$ cat config.mk
export PLATFORM = sky130hd
export DESIGN_NAME = eta_top
export DESIGN_NICKNAME = d
export VERILOG_FILES = /design/src/eta_pkg.sv /design/src/eta_nvm.sv /design/src/eta_top.sv
export SDC_FILE = /design/constraint.sdc
export NUM_CORES = 2
export LEC_CHECK = 0
export ABC_AREA = 1
export BUFFER_PORTS_ARGS = -buffer_cell sky130_fd_sc_hd__buf_2
export CORE_MARGIN = 2
export CORE_UTILIZATION = 34
export CTS_BUF_LIST = sky130_fd_sc_hd__clkbuf_4
export DETAILED_ROUTE_END_ITERATION = 6
export HOLD_SLACK_MARGIN = 0.05
export PLACE_DENSITY = 0.5
export SLEW_MARGIN = 5
export SYNTH_ARGS = -nofsm -noshare
export SYNTH_HDL_FRONTEND = slang
export SYNTH_SLANG_ARGS = --single-unit
$ cat constraint.sdc
create_clock -name clk_sys -period 2.7 [get_ports clk_sys]
set_input_delay 0.27 -clock clk_sys [delete_from_list [all_inputs] [get_ports clk_sys]]
set_output_delay 0.27 -clock clk_sys [all_outputs]
set_load 0.01 [all_outputs]
$ cat src/eta_pkg.sv
// eta_pkg: constants, states and carrier structs for the two-wire user memory port.
// assumes a single 125 MHz system clock; serial pins arrive asynchronously.
package eta_pkg;

  // ==========================================================
  // protocol constants
  localparam logic [3:0] DEV_TYPE = 4'h9;
  localparam logic [7:0] CMD_ACCESS_MEM = 8'h17;
  localparam logic [3:0] BITS_PER_BYTE = 4'h8;
  localparam int BUF_DEPTH = 8;
  localparam int MEM_DEPTH = 256;

  // ==========================================================
  // programming time
  localparam int PROG_TIME_MS = 10;
  localparam int CLK_PERIOD_NS = 8;
  localparam int PROG_CYCLES = PROG_TIME_MS * 1000000 / CLK_PERIOD_NS;
  localparam int PROG_CNT_W = 21;

  // ==========================================================
  // types
  typedef enum logic [2:0] {
    ST_IDLE, ST_DEV, ST_CMD, ST_ADDR, ST_WDATA, ST_RDATA, ST_IGNORE
  } eta_state_e;

  typedef struct packed {
    logic scl;
    logic sda;
    logic [2:0] a;
  } eta_pins_s;

  typedef struct packed {
    logic commit;
    logic [4:0] page;
    logic [BUF_DEPTH-1:0][7:0] data;
    logic [BUF_DEPTH-1:0] mask;
  } eta_wr_s;

  typedef struct packed {
    logic [MEM_DEPTH-1:0][7:0] mem;
    logic busy;
    logic [PROG_CNT_W-1:0] timer;
  } eta_nvm_s;

  typedef struct packed {
    eta_pins_s s1;
    eta_pins_s s2;
    eta_pins_s s3;
    eta_state_e st;
    eta_state_e nxt;
    logic [7:0] sh;
    logic [3:0] cnt;
    logic ack_ph;
    logic acked;
    logic rd_ok;
    logic [7:0] ptr;
    logic [BUF_DEPTH-1:0][7:0] wbuf;
    logic [BUF_DEPTH-1:0] bvalid;
    logic wr_pend;
    logic commit;
    logic sda_oe;
    logic sda_lvl;
    logic busy;
  } eta_top_s;

endpackage

$ cat src/eta_nvm.sv
// eta_nvm: 256-byte user array in flip-flops with a programming timer.
// assumes commit pulses only arrive while not busy; reads are combinational.
`timescale 1ns/1ps
module eta_nvm #(
  parameter int PROG_CYCLES = eta_pkg::PROG_CYCLES
) (
  input wire logic clk_sys,
  input wire logic rst_n,
  input eta_pkg::eta_wr_s wr,
  input wire logic [7:0] rd_addr,
  output logic [7:0] rd_data,
  output logic busy
);

  eta_pkg::eta_nvm_s q;
  eta_pkg::eta_nvm_s d;

  // ==========================================================
  // storage and timer
  always_comb begin
    d = q;
    if (wr.commit && !q.busy) begin
      for (int i = 0; i < eta_pkg::BUF_DEPTH; i++) begin
        if (wr.mask[i]) begin
          d.mem[{wr.page, 3'(i)}] = wr.data[i];
        end
      end
      d.busy = 1'b1;
      d.timer = '0;
    end else if (q.busy) begin
      // array already holds the data; busy only models the write cycle time
      if (q.timer == eta_pkg::PROG_CNT_W'(PROG_CYCLES - 1)) begin
        d.busy = 1'b0;
      end else begin
        d.timer = q.timer + eta_pkg::PROG_CNT_W'(1);
      end
    end
  end

  always_ff @(posedge clk_sys or negedge rst_n) begin
    if (!rst_n) begin
      q <= '0;
    end else begin
      q <= d;
    end
  end

  assign rd_data = q.mem[rd_addr];
  assign busy = q.busy;
endmodule

$ cat src/eta_top.sv
// eta_top: device-side two-wire protocol for the 256-byte user memory.
// assumes scl, sda and address straps are asynchronous pins; sda is open drain.
`timescale 1ns/1ps

// Function
// - ack select and memory command byte
// - ack address byte, load pointer
// - ack every written data byte
// - eight-byte wrapping write buffer
// - stop starts programming of buffer
// - start instead of stop discards write
// - nack command byte while programming
// - repeated start with read select, ack, send
// - pointer increments after each read byte
module eta_top #(
  parameter int PROG_CYCLES = eta_pkg::PROG_CYCLES
) (
  input wire logic clk_sys,
  input wire logic rst_n,
  input wire logic scl_i,
  input wire logic sda_i,
  input wire logic [2:0] addr_pins,
  output logic sda_o,
  output logic sda_oe,
  output logic prog_busy
);

  eta_pkg::eta_top_s q;
  eta_pkg::eta_top_s d;
  eta_pkg::eta_wr_s wr;
  logic [7:0] rd_data;
  logic nv_busy;
  logic rise;
  logic fall;
  logic start_ev;
  logic stop_ev;

  function automatic logic sel_match(input logic [7:0] b, input logic [2:0] a);
    sel_match = (b[7:1] == {eta_pkg::DEV_TYPE, a});
  endfunction

  // ==========================================================
  // pin edges, taken only from the second and third stages
  assign rise = q.s2.scl & ~q.s3.scl;
  assign fall = ~q.s2.scl & q.s3.scl;
  assign start_ev = q.s2.scl & q.s3.scl & q.s3.sda & ~q.s2.sda;
  assign stop_ev = q.s2.scl & q.s3.scl & ~q.s3.sda & q.s2.sda;

  // ==========================================================
  // protocol engine
  always_comb begin
    d = q;
    d.s1 = '{scl: scl_i, sda: sda_i, a: addr_pins};
    d.s2 = q.s1;
    d.s3 = q.s2;
    d.commit = 1'b0;
    d.busy = nv_busy;
    if (start_ev) begin
      if (q.wr_pend) begin
        d.wr_pend = 1'b0;
        d.rd_ok = 1'b0;
      end
      d.st = eta_pkg::ST_DEV;
      d.cnt = '0;
      d.ack_ph = 1'b0;
      d.sda_oe = 1'b0;
    end else if (stop_ev) begin
      d.commit = q.wr_pend;
      d.wr_pend = 1'b0;
      d.rd_ok = 1'b0;
      d.st = eta_pkg::ST_IDLE;
      d.cnt = '0;
      d.ack_ph = 1'b0;
      d.sda_oe = 1'b0;
    end else if (q.st != eta_pkg::ST_IDLE && q.st != eta_pkg::ST_IGNORE) begin
      if (rise) begin
        if (q.st == eta_pkg::ST_RDATA) begin
          if (q.ack_ph) begin
            d.acked = ~q.s2.sda;
          end else begin
            d.sh = {q.sh[6:0], 1'b0};
            d.cnt = q.cnt + 4'h1;
          end
        end else if (!q.ack_ph) begin
          d.sh = {q.sh[6:0], q.s2.sda};
          d.cnt = q.cnt + 4'h1;
        end
      end else if (fall) begin
        if (q.st == eta_pkg::ST_RDATA) begin
          if (q.ack_ph) begin
            d.ack_ph = 1'b0;
            d.cnt = '0;
            if (q.acked) begin
              d.sh = rd_data;
              d.ptr = q.ptr + 8'h01;
              d.sda_oe = ~rd_data[7];
            end else begin
              d.st = eta_pkg::ST_IGNORE;
            end
          end else if (q.cnt == eta_pkg::BITS_PER_BYTE) begin
            d.sda_oe = 1'b0;
            d.ack_ph = 1'b1;
            d.acked = 1'b0;
          end else begin
            d.sda_oe = ~q.sh[7];
          end
        end else if (q.ack_ph) begin
          // end of the ninth clock: release, or drive the first read bit after a read select, and move on
          d.sda_oe = 1'b0;
          d.ack_ph = 1'b0;
          d.cnt = '0;
          if (!q.acked) begin
            d.st = eta_pkg::ST_IGNORE;
          end else begin
            d.st = q.nxt;
            if (q.nxt == eta_pkg::ST_RDATA) begin
              d.sh = rd_data;
              d.ptr = q.ptr + 8'h01;
              d.sda_oe = ~rd_data[7];
            end
          end
        end else if (q.cnt == eta_pkg::BITS_PER_BYTE) begin
          d.ack_ph = 1'b1;
          d.acked = 1'b0;
          d.nxt = eta_pkg::ST_IGNORE;
          case (q.st)
            eta_pkg::ST_DEV: begin
              if (sel_match(q.sh, q.s2.a) && !q.sh[0]) begin
                d.acked = 1'b1;
                d.nxt = eta_pkg::ST_CMD;
              end else if (sel_match(q.sh, q.s2.a) && q.rd_ok) begin
                d.acked = 1'b1;
                d.nxt = eta_pkg::ST_RDATA;
              end
            end
            eta_pkg::ST_CMD: begin
              // other commands belong to the thermometer side and are not answered
              d.acked = (q.sh == eta_pkg::CMD_ACCESS_MEM) && !q.busy;
              d.nxt = eta_pkg::ST_ADDR;
            end
            eta_pkg::ST_ADDR: begin
              d.acked = 1'b1;
              d.ptr = q.sh;
              d.bvalid = '0;
              d.rd_ok = 1'b1;
              d.nxt = eta_pkg::ST_WDATA;
            end
            eta_pkg::ST_WDATA: begin
              d.acked = 1'b1;
              d.wbuf[q.ptr[2:0]] = q.sh;
              d.bvalid[q.ptr[2:0]] = 1'b1;
              d.ptr = {q.ptr[7:3], q.ptr[2:0] + 3'h1};
              d.wr_pend = 1'b1;
              d.rd_ok = 1'b0;
              d.nxt = eta_pkg::ST_WDATA;
            end
            default: begin
              d.acked = 1'b0;
            end
          endcase
          d.sda_oe = d.acked;
        end
      end
    end
  end

  always_ff @(posedge clk_sys or negedge rst_n) begin
    if (!rst_n) begin
      q <= '0;
    end else begin
      q <= d;
    end
  end

  // ==========================================================
  // array
  assign wr = '{commit: q.commit, page: q.ptr[7:3], data: q.wbuf, mask: q.bvalid};

  eta_nvm #(
    .PROG_CYCLES(PROG_CYCLES)
  ) u_nvm (
    .clk_sys(clk_sys),
    .rst_n(rst_n),
    .wr(wr),
    .rd_addr(q.ptr),
    .rd_data(rd_data),
    .busy(nv_busy)
  );

  assign sda_o = q.sda_lvl;
  assign sda_oe = q.sda_oe;
  assign prog_busy = q.busy;

  // ==========================================================
  // checks
  logic decide;
  logic [2:0] ptr_lo;
  logic sh_msb;
  assign decide = fall && !q.ack_ph && q.cnt == eta_pkg::BITS_PER_BYTE && !start_ev && !stop_ev;
  assign ptr_lo = q.ptr[2:0];
  assign sh_msb = q.sh[7];
endmodule

==> impl_metrics.toml <==
[timing]
hold_ws_ps = 344.9
finClkSkew_ps = 125.1
layout_setup_ws_ps = -262.9
worst_pin_slew_ps = 954.4
period_needed_ps = 2963
rsz0062_at_grt = "yes"
fmax_ghz = 0.3375
finalSetupViolations = 9
slew_violations = 0
slew_headroom = 0.3628
setup_tns_ps = -1761
hold_viol = 0
fin_crit_sh = 1.097

[power]
p_sw_frac = 0.2585
leakagePower_nw = 59.70
p_total_mw = 66.24
comb_power_share = 0.040
power.density_nw_per_um2 = 538.3
ir_drop_v = 0.0003391
p_int_mw = 49.12
p_switching_mw = 17.12
pwr-share-seq = 0.496
power_frac_clock = 0.464

[clock_tree]
clock_sinks = 2187
clk_latency_ps = 1440
cts_root_buf = "clkbuf_4"
numCtsBuffers = 619
clockBufferDepth = 4
cts_max_level = 6
tritoncts = "done"
clk_pin_slew_ps = 70

[global_route]
antenna_found_initial = 38
grt_pass1_wl_mm = 670.7
overflow = 0
grt_pass1_vias = 89994
grt_max_degree = 147
grt.total_usage = 0.3021

[synth]
synth_cells = 13393
synth_area_sq_um = 102800
async_reset_ff_frac = 1.000
yosys_register_bits = 2187
synth_fp_nets = 13409
yosysWarnings = 0
synth-main-ff-cell = "dfrtp_1"
syn_area_per_cell_sq_um = 7.679
synth.distinct_cells = 50
seq_area_frac_synth = 0.5322
synth_edf_count = 0

[route]
via_per_inst = 5.221
drc_errors = 0
drt_iter0_markers = 12239
wl_per_cell_microns = 25.40
wl_mm = 471.7
dr.pass1.iters = 6
ant_nets = 0
vias = 96944

[placement]
io_buffers = 8
dp_cells = 17475
place_hpwl_mm = 319.8
postPlaceCellArea_sq_um = 114400
preCtsSetupSlack_ps = -885.0
place_congestion = 0.9949

[critical_path]
crit_buf_inv = 4
path_cells = "buf_12 > buf_12 > bufbuf_16 > or2_2 > nand3_1 > nand2_1 > nor2_1 > nor2_1 > nor2_1 > nand2_1 > nand2_1 > nand2_1 > nor2_4 > buf_4 > nand3_1 > nand2_1 > nand2_1 > nand2_1"
crit_arrival_ps = 4330
critical_path_class = "reg2reg"
endpoint_kind = "flop"
required_ps = 4070
cp_max_fo = 16
cp-start-kind = "flop"
cpPeakStageDelay_ps = 580
path_common_cell = "nand2_1"
crit_family = "simple AND/OR/NAND/NOR gates"
crit_slowest_cell = "dfrtp_4"

[finish]
area_delta_synth_final_pct = 19.66
drive_gt1_frac = 0.1640
finalNonFillerCells = 18567
final_cell_mix = "6653 x nand2_1, 2183 x dfrtp_1, 1918 x o21ai_0"
final_area_sq_um = 123100
mostFrequentLayoutCell = "nand2_1"
layout.nets = 14198
fillCellCount = 31716
final_core_util = 0.4098

[die]
num_rows = 201
pin_count = 10
die-area_sq_um = 306900
die_w_microns = 554.0
start_util = 0.3425
core_sq_um = 300300
die_h_microns = 554.0

[outcome]
status = "finished, violations left"
violations = "setup timing"

[flow_run]
drv_cap = 0

[worst_hold_path]
hp-class = "reg2reg"
==> final timing paths <==
path	startpoint	to	slack, ps	cells after the start
max in group asynchronous	rst_n	u_nvm.q[1564]	880	8
min in group asynchronous	rst_n	u_nvm.q[1377]	590	5
worst min register to register	d[111]	d[106]	340	0
worst max-delay path	ptr_lo[0]	sda_oe	-260	18
worst min-delay path	d[111]	d[106]	340	0
worst max register to register	ptr_lo[0]	sda_oe	-260	18
==> layout make-up <==
cell class	instances	area, sq um	area share
clock inverter	124	644.4	0.005236
antenna	14	35.03	0.0002847
clock buffer	910	6832	0.05552
inverter	305	1196	0.009720
multi-input combinational	10024	43350	0.3523
timing repair buffer	1045	11310	0.09189
tap	3958	4952	0.04024
sequential	2187	54740	0.4448
==> state kept, by name, summed over array words and instances (netlist names) <==
signal,cells
sda_oe,1
q,102
ptr_lo,3
u_nvm.q,2069
u_nvm.busy,1
prog_busy,1
d,10
==> cell usage after synthesis (3+ instances only) <==
cell type  number  area [sq um]
nand3_1       130         650.6
nor3_4          4         65.06
inv_2          11         41.29
ha_1            9         112.6
inv_4           3         18.77
buf_2         267          1336
and2_0          9         56.30
nor4_1          9         56.30
o21ai_1       219          1096
and2_1         20         125.1
dfrtp_1      2187         54730
inv_1         285          1070
xnor2_1         4         35.03
nand3b_1       19         142.6
clkbuf_1      465          1745
o21ai_0      1948          9749
buf_1          64         240.2
o21ai_2        43         376.6
o31ai_1         3         22.52
nor3_1         14         70.07
o22ai_1        73         456.7
nor2_2         14         87.58
a21oi_1       220          1101
clkinv_1        6         22.52
buf_6          78         878.3
xor2_1         12         105.1
nand2_4        49         551.8
nor2_8          9         180.2
buf_4           3         22.52
a31oi_1         3         18.77
nor2_1        308          1156
or2_2          35         219.0
a22oi_1        26         195.2
or2_0          10         62.56
o211ai_1       28         210.2
nand4_1        35         219.0
nor2_4         19         214.0
nand2_1      6737         25290
==> worst reg2reg max path: stages, from the launching register on <==
cell       delay (ps)
dfrtp_4           580
buf_12            200
buf_12            160
bufbuf_16         290
or2_2             310
nand3_1           100
nand2_1            60
nor2_1            280
nor2_1            110
nor2_1            130
nand2_1            50
nand2_1            50
nand2_1            80
nor2_4            140
buf_4             130
nand3_1            70
nand2_1            90
nand2_1            50
nand2_1            50
==> power groups by stage <==
stage	registers (mW)	clock network [mW]	logic, mW
final	32.9	30.7	2.67
after global routing	32.8	33.0	2.84
after CTS	32.9	31.3	2.62
after detailed placement	33.5	0	2.57
after global placement	33.5	0	2.58
after floorplan	33.4	0	0.627
==> cell families after synthesis <==
| logic type | synth area share |
|---|---|
| and+or+nand+nor | 0.2838 |
| AOI/OAI and AO/OA | 0.1293 |
| DFF | 0.5322 |
| buffers and inverters | 0.05227 |
| xor gates and xnor gates | 0.001363 |
| adders and majority gates | 0.001095 |
| other | 0.00003646 |
==> metal layers <==
layer  global-route usage  up-vias  routed length, microns
li1                     -    44472                       -
met1               0.4419    46964                  209700
met2               0.4194     4725                  191500
met3              0.09165      771                   55120
met4              0.09987       12                   15250
met5                    0        -                      87
==> what timing repair did <==
| action | 4_1_cts | 5_1_grt |
|---|---|---|
| gates resized for setup | 115 | 90 |
| hold endpoints to repair | 2192 | 0 |
| hold buffers | 19 | 0 |
| cloned | 4 | 0 |
| pin swaps | 4 | 7 |
| buffers inserted | 14 | 9 |
| setup endpoints to repair | 95 | 156 |
Note: power is estimated with default switching activity, not from simulation.
